`config.mk`:
```
export PLATFORM = sky130hd
export DESIGN_NAME = srcx_top
export DESIGN_NICKNAME = d
export VERILOG_FILES = /design/src/rtl/srcx_pkg.sv /design/src/rtl/srcx_eng_if.sv /design/src/rtl/srcx_top.sv /design/src/rtl/srcx_engine.sv
export SDC_FILE = /design/constraint.sdc
export NUM_CORES = 1
export LEC_CHECK = 0
export BUFFER_PORTS_ARGS = -buffer_cell sky130_fd_sc_hd__buf_4
export CAP_MARGIN = 25
export CORE_MARGIN = 10
export CORE_UTILIZATION = 45
export DETAILED_ROUTE_END_ITERATION = 10
export PLACE_DENSITY = 0.62
export SLEW_MARGIN = 10
export SYNTH_ARGS = -nofsm -noshare
export SYNTH_HDL_FRONTEND = slang
export SYNTH_SLANG_ARGS = --single-unit
```
`constraint.sdc`:
```
create_clock -name mclk -period 4.1 [get_ports mclk]
set_input_delay 0.41 -clock mclk [delete_from_list [all_inputs] [get_ports mclk]]
set_output_delay 0.41 -clock mclk [all_outputs]
set_load 0.02 [all_outputs]
```
`src/rtl/srcx_pkg.sv`:
```
// ----------------------------------------
// constants of the receive control block
// ----------------------------------------
package srcx_pkg;
  // clock and link timing
  localparam int CLK_NS = 100;
  localparam int ASYNC_BIT_NS = 800;
  localparam int SYNC_HALF_NS = 400;
  localparam logic [15:0] ASYNC_BIT_CYC = 16'(ASYNC_BIT_NS / CLK_NS);
  localparam logic [15:0] ASYNC_HALF_CYC = 16'(ASYNC_BIT_NS / CLK_NS / 2);
  localparam logic [15:0] SYNC_HALF_CYC = 16'(SYNC_HALF_NS / CLK_NS);
  // register offsets
  localparam logic [2:0] ADDR_RSC = 3'h0;
  localparam logic [2:0] ADDR_RXBUF = 3'h1;
  localparam logic [2:0] ADDR_MODE = 3'h2;
  localparam logic [2:0] ADDR_IRQ_STS = 3'h3;
  localparam logic [2:0] ADDR_IRQ_MASK = 3'h4;
  // receive_status_control field positions
  localparam int B_SERIAL_PORT_ON = 7;
  localparam int B_NINE = 6;
  localparam int B_SINGLE_RECEIVE_REQUEST = 5;
  localparam int B_CONTINUOUS_RECEIVE_ON = 4;
  localparam int B_ADDR = 3;
  localparam int B_FRAMING_FAULT_FLAG = 2;
  localparam int B_OVERRUN_FAULT_FLAG = 1;
  localparam int B_RECEIVED_NINTH_BIT = 0;
  // mode register field positions
  localparam int M_SYNC = 0;
  localparam int M_MASTER = 1;
  // interrupt status and mask positions
  localparam int I_RXD = 0;
  localparam int I_FRAMING_FAULT_FLAG = 1;
  localparam int I_OVERRUN_FAULT_FLAG = 2;
  // reset values
  localparam logic [7:0] RSC_RST = 8'h00;
  localparam logic [1:0] MODE_RST = 2'h0;
  localparam logic [2:0] MASK_RST = 3'h0;
  // engine states
  typedef enum logic [1:0] {ST_IDLE, ST_START, ST_DATA, ST_STOP} srcx_state_t;
endpackage : srcx_pkg

```
`src/rtl/srcx_eng_if.sv`:
```
`timescale 1ns/1ns
`default_nettype none
// ----------------------------------------
// control and frame results, top to engine
// ----------------------------------------
interface srcx_eng_if;
  logic run; // receiver may run
  logic sync_mode; // clocked link instead of start/stop
  logic master; // we make the link clock
  logic nine; // nine data bits
  logic done; // one-cycle frame finished
  logic [8:0] data; // frame, ninth bit on top
  logic fault; // stop bit was low
  modport eng (input run, input sync_mode, input master, input nine,
               output done, output data, output fault);
  modport ctl (output run, output sync_mode, output master, output nine,
               input done, input data, input fault);
endinterface : srcx_eng_if
`default_nettype wire

```
`src/rtl/srcx_top.sv`:
```
// What this block does
// port enable takes pins; off holds reset
// master single receive, cleared when done
// continuous receive enables, overrides single
// framing flag per byte; overrun till cleared
// ninth bit shown; address mode filters frames
`timescale 1ns/1ns
`default_nettype none
module srcx_top
  import srcx_pkg::*;
(
  input wire logic mclk,
  input wire logic rst,
  input wire logic [2:0] reg_addr,
  input wire logic [7:0] reg_wdata,
  input wire logic reg_wr,
  input wire logic reg_rd,
  output logic [7:0] reg_rdata,
  output logic irq,
  input wire logic rx_pin,
  input wire logic ck_pin_i,
  output logic ck_pin_o,
  output logic ck_pin_oe
);
  // ----------------------------------------
  // pin synchronisers
  // ----------------------------------------
  logic rx_m_r, rx_s_r; // data pin, two stages
  logic ck_m_r, ck_s_r; // clock pin, two stages
  // only the second stage is read anywhere
  always_ff @(posedge mclk) begin
    if (rst) begin
      rx_m_r <= 1'b1;
      rx_s_r <= 1'b1;
      ck_m_r <= 1'b0;
      ck_s_r <= 1'b0;
    end else begin
      rx_m_r <= rx_pin;
      rx_s_r <= rx_m_r;
      ck_m_r <= ck_pin_i;
      ck_s_r <= ck_m_r;
    end
  end

  // ----------------------------------------
  // control and status state
  // ----------------------------------------
  logic serial_port_on_r, serial_port_on_nxt; // serial_port_on
  logic nine_r, nine_nxt; // ninth_bit_receive_select
  logic single_receive_request_r, single_receive_request_nxt; // single_receive_request
  logic continuous_receive_on_r, continuous_receive_on_nxt; // continuous_receive_on
  logic addr_r, addr_nxt; // address_match_on
  logic framing_fault_flag_r, framing_fault_flag_nxt; // framing_fault_flag
  logic overrun_fault_flag_r, overrun_fault_flag_nxt; // overrun_fault_flag
  logic received_ninth_bit_r, received_ninth_bit_nxt; // received_ninth_bit
  logic [7:0] buf_r, buf_nxt; // receive_buffer
  logic full_r, full_nxt; // buffer holds an unread byte
  logic sync_r, sync_nxt; // clocked link mode
  logic mstr_r, mstr_nxt; // we drive the link clock
  logic [2:0] sts_r, sts_nxt; // sticky interrupt status
  logic [2:0] mask_r, mask_nxt; // interrupt mask
  logic [7:0] rdata_r, rdata_nxt; // read answer
  logic irq_r, irq_nxt;
  logic ck_o_r, ck_oe_r; // link clock pin drive
  logic eng_ck; // engine's own link clock
  logic eng_rst; // engine reset, port off counts too
  logic wr_rsc, wr_mode, wr_sts, wr_mask; // write decodes
  logic rd_buf; // buffer read, pops the byte
  logic accept; // frame passes address filter
  logic unread; // buffer still occupied this cycle

  srcx_eng_if ifc ();

  // ----------------------------------------
  // engine and its controls
  // ----------------------------------------
  assign eng_rst = rst || !serial_port_on_r;
  // overrun stalls further reception until software clears it
  always_comb begin
    ifc.sync_mode = sync_r;
    ifc.master = mstr_r;
    ifc.nine = nine_r;
    if (!serial_port_on_r || overrun_fault_flag_r) ifc.run = 1'b0;
    else if (!sync_r) ifc.run = continuous_receive_on_r;
    else ifc.run = continuous_receive_on_r || (mstr_r && single_receive_request_r);
  end

  srcx_engine u_eng (
    .mclk(mclk),
    .rst(eng_rst),
    .rx_s(rx_s_r),
    .ck_s(ck_s_r),
    .ck_o(eng_ck),
    .ifc(ifc.eng)
  );

  // ----------------------------------------
  // register decode and next values
  // ----------------------------------------
  assign wr_rsc = reg_wr && reg_addr == ADDR_RSC;
  assign wr_mode = reg_wr && reg_addr == ADDR_MODE;
  assign wr_sts = reg_wr && reg_addr == ADDR_IRQ_STS;
  assign wr_mask = reg_wr && reg_addr == ADDR_IRQ_MASK;
  assign rd_buf = reg_rd && reg_addr == ADDR_RXBUF;
  // in async nine-bit address mode only frames with the top bit set count
  assign accept = ifc.done && !(nine_r && addr_r && !sync_r && !ifc.data[8]);
  assign unread = full_r && !rd_buf;

  always_comb begin
    serial_port_on_nxt = serial_port_on_r;
    nine_nxt = nine_r;
    single_receive_request_nxt = single_receive_request_r;
    continuous_receive_on_nxt = continuous_receive_on_r;
    addr_nxt = addr_r;
    framing_fault_flag_nxt = framing_fault_flag_r;
    overrun_fault_flag_nxt = overrun_fault_flag_r;
    received_ninth_bit_nxt = received_ninth_bit_r;
    buf_nxt = buf_r;
    full_nxt = full_r;
    sync_nxt = sync_r;
    mstr_nxt = mstr_r;
    mask_nxt = mask_r;
    // write one to clear, events below win
    sts_nxt = sts_r & ~(wr_sts ? reg_wdata[2:0] : 3'h0);
    // low three bits of the control register are read only
    if (wr_rsc) begin
      serial_port_on_nxt = reg_wdata[B_SERIAL_PORT_ON];
      nine_nxt = reg_wdata[B_NINE];
      single_receive_request_nxt = reg_wdata[B_SINGLE_RECEIVE_REQUEST];
      continuous_receive_on_nxt = reg_wdata[B_CONTINUOUS_RECEIVE_ON];
      addr_nxt = reg_wdata[B_ADDR];
    end
    if (wr_mode) begin
      sync_nxt = reg_wdata[M_SYNC];
      mstr_nxt = reg_wdata[M_MASTER];
    end
    if (wr_mask) mask_nxt = reg_wdata[2:0];
    if (rd_buf) full_nxt = 1'b0;
    // clearing continuous receive or switching the port off are the only ways out of overrun
    if (wr_rsc && !reg_wdata[B_CONTINUOUS_RECEIVE_ON]) overrun_fault_flag_nxt = 1'b0;
    // single request ends with its frame, unless continuous overrides
    if (ifc.done && sync_r && mstr_r && !continuous_receive_on_r) single_receive_request_nxt = 1'b0;
    if (accept) begin
      if (unread) begin
        overrun_fault_flag_nxt = 1'b1;
        sts_nxt[I_OVERRUN_FAULT_FLAG] = 1'b1;
      end else begin
        buf_nxt = ifc.data[7:0];
        received_ninth_bit_nxt = ifc.data[8];
        framing_fault_flag_nxt = ifc.fault;
        full_nxt = 1'b1;
        sts_nxt[I_RXD] = 1'b1;
        if (ifc.fault) sts_nxt[I_FRAMING_FAULT_FLAG] = 1'b1;
      end
    end
    // port off: fault flags and buffer-full flag held clear, buffer and ninth bit kept
    if (!serial_port_on_r) begin
      framing_fault_flag_nxt = 1'b0;
      overrun_fault_flag_nxt = 1'b0;
      full_nxt = 1'b0;
    end
    // read answer stands one cycle only
    rdata_nxt = 8'h00;
    if (reg_rd) begin
      unique case (reg_addr)
        ADDR_RSC: rdata_nxt = {serial_port_on_r, nine_r, single_receive_request_r, continuous_receive_on_r, addr_r,
                               framing_fault_flag_r, overrun_fault_flag_r, received_ninth_bit_r};
        ADDR_RXBUF: rdata_nxt = buf_r;
        ADDR_MODE: rdata_nxt = {6'h00, mstr_r, sync_r};
        ADDR_IRQ_STS: rdata_nxt = {5'h00, sts_r};
        ADDR_IRQ_MASK: rdata_nxt = {5'h00, mask_r};
        default: rdata_nxt = 8'h00; // unmapped reads zero
      endcase
    end
    irq_nxt = |(sts_nxt & mask_nxt);
  end

  // ----------------------------------------
  // register storage
  // ----------------------------------------
  always_ff @(posedge mclk) begin
    if (rst) begin
      {serial_port_on_r, nine_r, single_receive_request_r, continuous_receive_on_r, addr_r, framing_fault_flag_r, overrun_fault_flag_r, received_ninth_bit_r} <= RSC_RST;
      buf_r <= 8'h00;
      full_r <= 1'b0;
      {mstr_r, sync_r} <= MODE_RST;
      sts_r <= 3'h0;
      mask_r <= MASK_RST;
      rdata_r <= 8'h00;
      irq_r <= 1'b0;
      ck_o_r <= 1'b0;
      ck_oe_r <= 1'b0;
    end else begin
      serial_port_on_r <= serial_port_on_nxt;
      nine_r <= nine_nxt;
      single_receive_request_r <= single_receive_request_nxt;
      continuous_receive_on_r <= continuous_receive_on_nxt;
      addr_r <= addr_nxt;
      framing_fault_flag_r <= framing_fault_flag_nxt;
      overrun_fault_flag_r <= overrun_fault_flag_nxt;
      received_ninth_bit_r <= received_ninth_bit_nxt;
      buf_r <= buf_nxt;
      full_r <= full_nxt;
      sync_r <= sync_nxt;
      mstr_r <= mstr_nxt;
      sts_r <= sts_nxt;
      mask_r <= mask_nxt;
      rdata_r <= rdata_nxt;
      irq_r <= irq_nxt;
      ck_o_r <= eng_ck;
      ck_oe_r <= serial_port_on_r && sync_r && mstr_r;
    end
  end

  assign reg_rdata = rdata_r;
  assign irq = irq_r;
  assign ck_pin_o = ck_o_r;
  assign ck_pin_oe = ck_oe_r;
endmodule : srcx_top
`default_nettype wire

```
`src/rtl/srcx_engine.sv`:
```
`timescale 1ns/1ns
`default_nettype none
// ----------------------------------------
// bit engine: start/stop or clocked capture
// ----------------------------------------
module srcx_engine
  import srcx_pkg::*;
(
  input wire logic mclk,
  input wire logic rst,
  input wire logic rx_s,
  input wire logic ck_s,
  output logic ck_o,
  srcx_eng_if.eng ifc
);
  srcx_state_t st_r, st_nxt; // frame state
  logic [15:0] cnt_r, cnt_nxt; // cycle counter
  logic [3:0] bits_r, bits_nxt; // bits taken
  logic [8:0] sh_r, sh_nxt; // shift register, lsb first
  logic ck_prev_r; // last sampled link clock
  logic ck_gen_r, ck_gen_nxt; // own link clock
  logic done_r, done_nxt;
  logic fault_r, fault_nxt;
  logic [8:0] data_r, data_nxt;
  logic [3:0] last_bit; // index of final data bit
  logic rise; // link clock rising, either source
  logic [8:0] sh_in; // shift register with new bit
  assign last_bit = ifc.nine ? 4'h8 : 4'h7;
  assign sh_in = {rx_s, sh_r[8:1]};
  // slave edge is seen late by the synchroniser, which is fine at 8x oversampling
  assign rise = ifc.master ? (cnt_r == SYNC_HALF_CYC - 16'h1 && !ck_gen_r)
                           : (ck_s && !ck_prev_r);
  // next state of the engine
  always_comb begin
    st_nxt = st_r;
    cnt_nxt = cnt_r;
    bits_nxt = bits_r;
    sh_nxt = sh_r;
    ck_gen_nxt = ck_gen_r;
    done_nxt = 1'b0;
    fault_nxt = fault_r;
    data_nxt = data_r;
    if (!ifc.run) begin
      st_nxt = ST_IDLE;
      cnt_nxt = 16'h0;
      bits_nxt = 4'h0;
      ck_gen_nxt = 1'b0;
    end else begin
      unique case (st_r)
        ST_IDLE: begin
          cnt_nxt = 16'h0;
          bits_nxt = 4'h0;
          if (ifc.sync_mode) st_nxt = ST_DATA;
          else if (!rx_s) st_nxt = ST_START; // falling start edge
        end
        ST_START: begin
          cnt_nxt = cnt_r + 16'h1;
          if (cnt_r == ASYNC_HALF_CYC - 16'h1) begin
            cnt_nxt = 16'h0;
            // a short low pulse is noise, not a start bit
            st_nxt = rx_s ? ST_IDLE : ST_DATA;
          end
        end
        ST_DATA: begin
          if (ifc.sync_mode) begin
            if (ifc.master) begin
              cnt_nxt = cnt_r + 16'h1;
              if (cnt_r == SYNC_HALF_CYC - 16'h1) begin
                cnt_nxt = 16'h0;
                ck_gen_nxt = !ck_gen_r;
              end
            end
            if (rise) begin
              sh_nxt = sh_in;
              bits_nxt = bits_r + 4'h1;
              if (bits_r == last_bit) begin
                done_nxt = 1'b1;
                fault_nxt = 1'b0;
                data_nxt = ifc.nine ? sh_in : {1'b0, sh_in[8:1]};
                st_nxt = ST_IDLE;
              end
            end
          end else begin
            cnt_nxt = cnt_r + 16'h1;
            if (cnt_r == ASYNC_BIT_CYC - 16'h1) begin
              cnt_nxt = 16'h0;
              sh_nxt = sh_in;
              bits_nxt = bits_r + 4'h1;
              if (bits_r == last_bit) st_nxt = ST_STOP;
            end
          end
        end
        ST_STOP: begin
          cnt_nxt = cnt_r + 16'h1;
          if (cnt_r == ASYNC_BIT_CYC - 16'h1) begin
            done_nxt = 1'b1;
            fault_nxt = !rx_s; // stop bit must be high
            data_nxt = ifc.nine ? sh_r : {1'b0, sh_r[8:1]};
            st_nxt = ST_IDLE;
          end
        end
      endcase
    end
  end
  // engine registers
  always_ff @(posedge mclk) begin
    if (rst) begin
      st_r <= ST_IDLE;
      cnt_r <= 16'h0;
      bits_r <= 4'h0;
      sh_r <= 9'h000;
      ck_prev_r <= 1'b0;
      ck_gen_r <= 1'b0;
      done_r <= 1'b0;
      fault_r <= 1'b0;
      data_r <= 9'h000;
    end else begin
      st_r <= st_nxt;
      cnt_r <= cnt_nxt;
      bits_r <= bits_nxt;
      sh_r <= sh_nxt;
      ck_prev_r <= ck_s;
      ck_gen_r <= ck_gen_nxt;
      done_r <= done_nxt;
      fault_r <= fault_nxt;
      data_r <= data_nxt;
    end
  end
  assign ck_o = ck_gen_r;
  assign ifc.done = done_r;
  assign ifc.fault = fault_r;
  assign ifc.data = data_r;
endmodule : srcx_engine
`default_nettype wire

```
==> results of run 1 <==
## worst max-delay path, delay by kind of cell (launching register included)
family | cells | cell delay [ps]
and+or+nand+nor | 3 | 1250
DFF | 1 | 660
AOI/OAI and AO/OA | 2 | 400
## per-layer routing
metal | GRT usage | share of wire
met1 | 0.173 | 0.48
met2 | 0.210 | 0.45
met3 | 0.0472 | 0.065
met4 | 0.0465 | 0.013
met5 | 0 | 0
## power breakdown
part | switching, mW | internal (mW)
logic | 0.0271 | 0.0227
registers | 0.00514 | 0.819
clock network | 0.319 | 0.289
## Yosys cell counts (4+ instances only)
library cell and number:
a211oi_1 4, a21oi_1 20, a22oi_1 6, and3_1 9, and4_1 4, buf_2 6, clkbuf_1 17, dfxtp_1 84
mux2_2 5, mux2i_1 48, nand2_1 41, nand2b_1 6, nand3_1 18, nand4_1 7, nor2_1 57, nor2b_1 7
nor3_1 8, o21ai_0 12, xnor2_1 10, xor2_1 7
## flip-flops by register name (all words and copies together) (netlist names), 2 cells and up
register        flops
u_eng.cnt_r        16
u_eng.sh_r          9
buf_r               8
sts_r               3
reg_rdata           8
u_eng.bits_r        4
u_eng.st_r          2
mask_r              3
u_eng.ifc.data      9
## stage by stage
| stage | hold slack [ps] | worst slack (ps) | utilization | area [um2] |
|---|---|---|---|---|
| floorplan | 389 | 2250 | - | 3940 |
| global placement | 404 | 1630 | 0.483 | 4170 |
| detailed placement | 396 | 1620 | 0.487 | 4200 |
| CTS | 218 | 1600 | 0.510 | 4400 |
| global route | 217 | 1460 | 0.511 | 4410 |
| finish | 234 | 1710 | 0.511 | 4410 |
## final timing paths
| path | startpoint | endpoint | slack, ps | cells past startpoint |
|---|---|---|---|---|
| worst max-delay path | ifc.sync_mode$_SDFFE_PP0P_ | u_eng.cnt_r[1]$_SDFFE_PP0P_ | 1710 | 5 |
| worst min-delay path | rx_pin | rx_m_r$_SDFF_PP1_ | 230 | 2 |
| worst max register to register | ifc.sync_mode$_SDFFE_PP0P_ | u_eng.cnt_r[1]$_SDFFE_PP0P_ | 1710 | 5 |
| worst min register to register | rx_m_r$_SDFF_PP1_ | rx_s_r$_SDFF_PP1_ | 420 | 1 |
## final cells by class
class	count	area [um2]	area share
Clock buffer	10	128	0.0289
Clock inverter	6	71.3	0.0162
Inverter	3	11.3	0.00255
Multi-Input combinational cell	324	2140	0.486
Sequential cell	84	1680	0.381
Tap cell	108	135	0.0306
Timing Repair Buffer	31	240	0.0545
## cell families (layout without fill, tap and decap cells)
logic type / Yosys count / count (layout) / synth area share
simple gates: 187 / 187 / 0.257
fa+ha+maj: 2 / 2 / 0.00636
xor+xnor: 17 / 17 / 0.0378
buf+inv: 29 / 50 / 0.0296
flops: 84 / 84 / 0.427
mux: 53 / 53 / 0.136
compound gates: 65 / 65 / 0.106
==> impl_metrics.json, run 1 <==
{
  "status": "finished, final reports clean",
  "startpoint_type": "flop",
  "ios": 28,
  "fmax_mhz": 418,
  "area_growth_pct": 12.0,
  "synth_seq_cells": 84,
  "p_total_mw": 1.48,
  "holdBufCountCts": 0,
  "relSlewSlack": 0.394,
  "grt_pass1_vias": 3017,
  "grt_max_degree": 31,
  "cts_made_buffers": 9,
  "async_reset_ff_frac": 0,
  "clkSinkCount": 84,
  "globalRouteOverflowTotal": 0,
  "antenna_found_initial": 0,
  "cts_tree": "done",
  "nNetsFinal": 472,
  "dieArea_mm2": 0.0129,
  "std_cell_rows": 34,
  "synth_edf_count": 0,
  "grt_first_pass_wirelength_um": 14700,
  "num_vias": 3128,
  "cts-root-buf": "clkbuf_8",
  "path_cells": "a31oi_1, nor3b_2, nand2_1, or3_1, a21oi_1",
  "power_leakage_nw": 1.58,
  "worstHoldPathType": "in -> reg",
  "worst_slew_pin_slew_ps": 906,
  "worst_skew_pair.late_latency_ps": 360,
  "grt_usage": 0.136,
  "cap_violations": 0,
  "syn_area_mm2": 0.00394,
  "worst_ep_arrival_time_ps": 2680,
  "vias_per_cell": 5.53,
  "wl_per_cell_um": 15.3,
  "setup_violations": 0,
  "rsz0062_at_grt": "false",
  "ir_drop_uv": 170,
  "die_h_um": 114,
  "fillers": 823,
  "fin_setup_tns_ps": 0,
  "drt_iter0_markers": 169,
  "io_buffers": 27,
  "syn_nets": 456,
  "drtAntennaViolNets": 0,
  "synth.yosys.seq_area_share": 0.427,
  "ys.flop_type": "dfxtp_1",
  "yosys-top-cells-area": "dfxtp_1, mux2i_1, nor2_1",
  "drc_errors": 0,
  "layout.cells.non_filler": 566,
  "synth_cell_types": 52,
  "drive_gt1_frac": 0.142,
  "drtPass1Iterations": 4,
  "max_stage_delay_ps": 670,
  "path_clk_slew_ps": 90,
  "path_class": "reg -> reg",
  "hold_viol": 0,
  "dp_hpwl_um": 6180,
  "dp.cells": 549,
  "postCtsResizedCells": 0,
  "crit_path_top_delay_cell": "or3_1",
  "yosysWarnings": 0,
  "powerDensity_mw_per_mm2": 336,
  "post-route-min-period_ps": 2390,
  "start_util": 0.456,
  "path_max_fanout": 16,
  "core_mm2": 0.00864,
  "antenna_cells": 0,
  "post_cts_buffers": 0,
  "final_cell_mix": "dfxtp_1, nor2_1, mux2i_1",
  "syn_avg_cell_area_um2": 9.01,
  "synth_area_leader_cell": "dfxtp_1",
  "drv_slew": 0,
  "endpoint_kind": "flop",
  "synth_top_area_share": 0.427,
  "clockBufferDepth": 2,
  "final_common_cell": "dfxtp_1",
  "required_ps": 4390,
  "finalCritPeriodShare": 0.584,
  "place.gp.congestion": 0.808,
  "h-tree-depth": 3,
  "totalWireLength_um": 8670,
  "synthCells": 437,
  "die_x_um": 114,
  "skew_ps": 12.0
}
No activity file was read; power rests on OpenSTA's default activity.
==> run 2, diff against run 1 <==
Settings changed: ABC_AREA from default to 1, PLACE_DENSITY 0.62 to 0.65.
Clock period 4.1 ns to 2.1 ns, I/O delays scaled along.
==> run 2 against run 1 <==
Compared with the run above: maximum frequency rose by 31%; sequential share of layout area shrank 0.83 points; sequential power increased by 95%; synthesized area grew 3.5%; global-route usage increased by 0.69 points; flip-flop and latch count unchanged; worst hold slack got worse by 200 ps; critical endpoint is now u_eng.ifc.data[8]$_SDFFE_PP0P_; largest power group unchanged.
==> impl_metrics.json, run 2 <==
{
  "vias_per_cell": 5.16,
  "hp-start": "rx_pin",
  "fin_setup_tns_ps": 0,
  "async_reset_ff_frac": 0,
  "yosys-top-cells-area": "dfxtp_1, nand2_1, nor2_1",
  "relSlewSlack": 0.652,
  "ios": 28,
  "ys.flop_type": "dfxtp_1",
  "syn_area_mm2": 0.00408,
  "std_cell_rows": 34,
  "final_common_cell": "nand2_1",
  "synthCells": 567,
  "syn_nets": 586,
  "synth_cell_types": 43,
  "finalCritPeriodShare": 0.873,
  "fin_ws_ps": 268,
  "dieArea_mm2": 0.0133,
  "postCtsResizedCells": 0,
  "synth_edf_count": 0,
  "post-route-min-period_ps": 1830,
  "endpoint_kind": "flop",
  "fmax_mhz": 546,
  "globalRouteOverflowTotal": 0,
  "die_h_um": 115,
  "totalWireLength_um": 9240,
  "worst_slew_pin_slew_ps": 521,
  "synth_top_area_share": 0.413,
  "core_mm2": 0.00876,
  "place.gp.congestion": 0.878,
  "setup_violations": 0,
  "powerDensity_mw_per_mm2": 620,
  "startpoint_type": "flop",
  "path_class": "reg -> reg",
  "antenna_cells": 0,
  "nNetsFinal": 613,
  "drive_gt1_frac": 0.155,
  "ir_drop_uv": 279,
  "drt_iter0_markers": 203,
  "worst_ep_arrival_time_ps": 2110,
  "io_buffers": 27,
  "grt_usage": 0.143,
  "synth_area_leader_cell": "dfxtp_1",
  "power_leakage_nw": 1.67,
  "num_vias": 3651,
  "wl_per_cell_um": 13.1,
  "yosysWarnings": 0,
  "hold_viol": 0,
  "skew_ps": 6.45,
  "drtAntennaViolNets": 0,
  "die_x_um": 115,
  "largest_register_ffs": 16,
  "dp_hpwl_um": 6970,
  "rsz0062_at_grt": "false",
  "cts-root-buf": "clkbuf_8",
  "drtPass1Iterations": 4,
  "path_max_fanout": 11,
  "regMostFlops": "u_eng.cnt_r",
  "grt_max_degree": 19,
  "required_ps": 2380,
  "clockBufferDepth": 2,
  "synth_seq_cells": 84,
  "path_clk_slew_ps": 90,
  "syn_avg_cell_area_um2": 7.19,
  "holdBufCountCts": 0,
  "cts_tree": "done",
  "grt_first_pass_wirelength_um": 15900,
  "area_growth_pct": 10.6,
  "yosys-top-cells-count": "nand2_1, dfxtp_1, nor2_1",
  "crit_path_start": "u_eng.st_r[0]$_SDFFE_PP0P_",
  "post_cts_buffers": 0,
  "final_cell_mix": "nand2_1, dfxtp_1, nor2_1",
  "place_ws_ps": 282,
  "h-tree-depth": 3,
  "clkSinkCount": 84,
  "status": "finished, final reports clean",
  "antenna_found_initial": 0,
  "r2r-start": "u_eng.st_r[0]$_SDFFE_PP0P_",
  "yosysMostFrequentCell": "nand2_1",
  "worstHoldPathType": "in -> reg",
  "drc_errors": 0,
  "cts_made_buffers": 9,
  "drv_slew": 0,
  "start_util": 0.465,
  "worst_skew_pair.late_latency_ps": 350,
  "cap_violations": 0,
  "synth.yosys.seq_area_share": 0.413,
  "grt_pass1_vias": 3417
}
-- run 2: changes by cell type in the layout (fill, tap and decap cells not counted), sizes merged, moves of 5 or more --
cell,before,now
xnor2,10,1
a22oi,6,0
o21ai,12,45
nor3b,5,0
a21oi,20,54
inv,6,61
mux2,5,0
nor2b,7,0
nand2b,6,0
nand2,41,129
nor2,57,89
mux2i,48,8
and3,9,0
nand3,18,42
-- run 2: final timing paths --
check	endpoint	cells after the start	slack, ps
setup reg to reg	u_eng.ifc.data[8]$_SDFFE_PP0P_	10	270
hold / removal	rx_m_r$_SDFF_PP1_	2	30
hold reg to reg	ck_s_r$_SDFF_PP0_	2	420
setup / recovery	u_eng.ifc.data[8]$_SDFFE_PP0P_	10	270
-- run 2: critical path: stages, from the launching register on --
cell and delay [ps]:
dfxtp_1 520, inv_1 170, nand2_2 180, inv_1 130
nand3_1 120, nand2_1 70, nor2_2 90, nand2_2 140
clkinv_2 160, nand2_1 60, a21oi_1 110
-- run 2: through the flow --
| step | utilization | hold slack, ps | std cells | power, mW | area [um2] |
|---|---|---|---|---|---|
| after detailed placement | 0.494 | 398 | 691 | 1.76 | 4330 |
| after global placement | 0.494 | 399 | 691 | 1.76 | 4330 |
| final | 0.514 | 32.6 | 707 | 2.79 | 4510 |
| after floorplan | - | 314 | 567 | 1.71 | 4080 |
| after CTS | 0.514 | 16.4 | 707 | 2.83 | 4510 |
| after global routing | 0.514 | 13.9 | 707 | 2.91 | 4510 |
-- run 2: power breakdown --
group,internal [mW],switching (mW),total (mW)
clock,0.444,0.628,1.07
sequential,1.60,0.00999,1.61
combinational,0.0433,0.0665,0.110
total,2.09,0.705,2.79
-- run 2: per-layer routing --
layer | share of wire | GRT usage | vias up
li1 | - | - | 1921
met1 | 0.49 | 0.184 | 1647
met2 | 0.45 | 0.230 | 74
met3 | 0.054 | 0.0375 | 9
met4 | 0.010 | 0.0413 | 0
met5 | 0 | 0 | -
-- run 2: layout make-up --
class | instances | area, um2
Fill cell | 891 | 4260
Tap cell | 108 | 135
Inverter | 59 | 225
Sequential cell | 84 | 1680
Multi-Input combinational cell | 408 | 2050
Timing Repair Buffer | 32 | 240
Clock inverter | 7 | 55.1
Clock buffer | 9 | 124
-- run 2: cells by family after synthesis --
kind of cell	share of synthesized area
simple gates	0.309
compound gates	0.158
fa+ha+maj	0.00614
mux	0.0197
flops	0.413
buf+inv	0.0850
xor+xnor	0.00860
==> run 3, diff against run 2 <==
Settings changed: ABC_CLOCK_PERIOD_IN_PS from default to 2100, RECOVER_POWER from default to 50.
==> run 3 against run 2 <==
Compared with the run above: clock-buffer cell count unchanged; first-iteration DRC count up 16%; wire length about the same; final cell count unchanged; die area unchanged; global-route usage unchanged; register-to-register slack worse by 60 ps; worst hold slack about the same; maximum frequency down 3.4%; critical path type unchanged; critical endpoint is now irq$_SDFF_PP0_.
==> impl_metrics.json, run 3 (same netlist as run 2, synthesis figures left out) <==
{
  "status": "finished, final reports clean",
  "core_mm2": 0.00876,
  "grt_usage": 0.143,
  "fillers": 907,
  "hp-start": "rx_pin",
  "drt_iter0_markers": 235,
  "final_common_cell": "nand2_1",
  "largest_register_ffs": 16,
  "wl_met2_um": 4150,
  "required_ps": 2400,
  "postCtsResizedCells": 0,
  "final_cell_mix": "nand2_1, dfxtp_1, nor2_1",
  "finalCritPeriodShare": 0.903,
  "powerDensity_mw_per_mm2": 628,
  "met3_length_um": 440,
  "worst_slew_pin_slew_ps": 774,
  "skew_ps": 7.79,
  "area_growth_pct": 9.06,
  "dp.cells": 691,
  "wl_per_cell_um": 13.1,
  "ir_drop_uv": 279,
  "std_cell_rows": 34,
  "ios": 28,
  "endpoint_kind": "flop",
  "cts_made_buffers": 9,
  "post-route-min-period_ps": 1900,
  "die_x_um": 115,
  "drv_slew": 0,
  "fin_area_mm2": 0.00444,
  "power_leakage_nw": 1.62,
  "multi_input_area_mm2": 0.00203,
  "cts-root-buf": "clkbuf_8",
  "num_vias": 3629,
  "worst_ep_arrival_time_ps": 2200,
  "h-tree-depth": 3,
  "post_cts_buffers": 0,
  "fin_setup_tns_ps": 0,
  "relSlewSlack": 0.484,
  "drive_gt1_frac": 0.125,
  "path_clk_slew_ps": 90,
  "grt_pass1_vias": 3417,
  "cap_violations": 0,
  "dp_hpwl_um": 6970,
  "path_class": "reg -> reg",
  "setup_violations": 0,
  "vias_per_cell": 5.13,
  "path_max_fanout": 10,
  "cts_tree": "done",
  "place.gp.congestion": 0.878,
  "seq_area_mm2": 0.00168,
  "place_area_mm2": 0.00433,
  "die_h_um": 115,
  "clockBufferDepth": 2,
  "routedLengthMet1_um": 4550,
  "clkSinkCount": 84,
  "nNetsFinal": 613,
  "layout.cells.non_filler": 707,
  "grt_first_pass_wirelength_um": 15900,
  "antenna_found_initial": 0,
  "totalWireLength_um": 9230,
  "grt_max_degree": 19,
  "regMostFlops": "u_eng.cnt_r",
  "worstHoldPathType": "in -> reg",
  "io_buffers": 27,
  "globalRouteOverflowTotal": 0,
  "rsz0062_at_grt": "false",
  "drtPass1Iterations": 4,
  "start_util": 0.465,
  "holdBufCountCts": 0,
  "r2r-start": "ifc.sync_mode$_SDFFE_PP0P_",
  "drc_errors": 0,
  "hold_viol": 0,
  "routed.top_layer": "met4",
  "dieArea_mm2": 0.0133,
  "p_total_mw": 2.79,
  "antenna_cells": 0,
  "fmax_mhz": 527,
  "startpoint_type": "flop",
  "crit_path_start": "ifc.sync_mode$_SDFFE_PP0P_",
  "worst_skew_pair.late_latency_ps": 350,
  "drtAntennaViolNets": 0
}
## run 3: cell count changes in the layout (fill, tap and decap cells not counted), sizes merged
| cell | before | now |
|---|---|---|
| buf | 32 | 19 |
| clkbuf | 9 | 22 |
## run 3: worst max-delay path, stage by stage (launching register included)
cell     delay, ps
dfxtp_1        510
inv_1          240
nand3_1        120
o21a_1         160
nand2_1        160
inv_1          270
nand2_1        170
nand2_1         90
nand2_1         50
nand3_1         80
## run 3: area by class of cell
class,count,area share
multi-input cells,408,0.457
flip-flops and latches,84,0.378
inverters,59,0.0507
repair buffers,32,0.0431
well taps,108,0.0304
clock buffers,9,0.0279
clock inverters,7,0.0124
## run 3: metrics by stage
stage | util | setup slack [ps] | hold slack (ps)
global placement | 0.494 | 396 | 399
floorplan | - | 590 | 314
detailed placement | 0.494 | 282 | 398
global route | 0.507 | 34.0 | 13.9
finish | 0.507 | 204 | 32.8
CTS | 0.514 | 265 | 16.4
## run 3: worst paths after layout
| check | endpoint | slack [ps] | cells after the start |
|---|---|---|---|
| setup / recovery | irq$_SDFF_PP0_ | 200 | 9 |
| hold / removal | rx_m_r$_SDFF_PP1_ | 30 | 2 |
| setup reg to reg | irq$_SDFF_PP0_ | 200 | 9 |
| hold reg to reg | ck_s_r$_SDFF_PP0_ | 420 | 2 |
## run 3: routing by layer
metal,vias up,track usage
met2,62,0.230
met5,-,0
li1,1919,-
met4,0,0.0413
met3,9,0.0375
met1,1639,0.184
## run 3: power breakdown
part | internal (mW) | leakage, nW | switching (mW)
clock | 0.444 | 0.0870 | 0.629
sequential | 1.60 | 0.678 | 0.00966
combinational | 0.0409 | 0.852 | 0.0659
total | 2.09 | 1.62 | 0.705
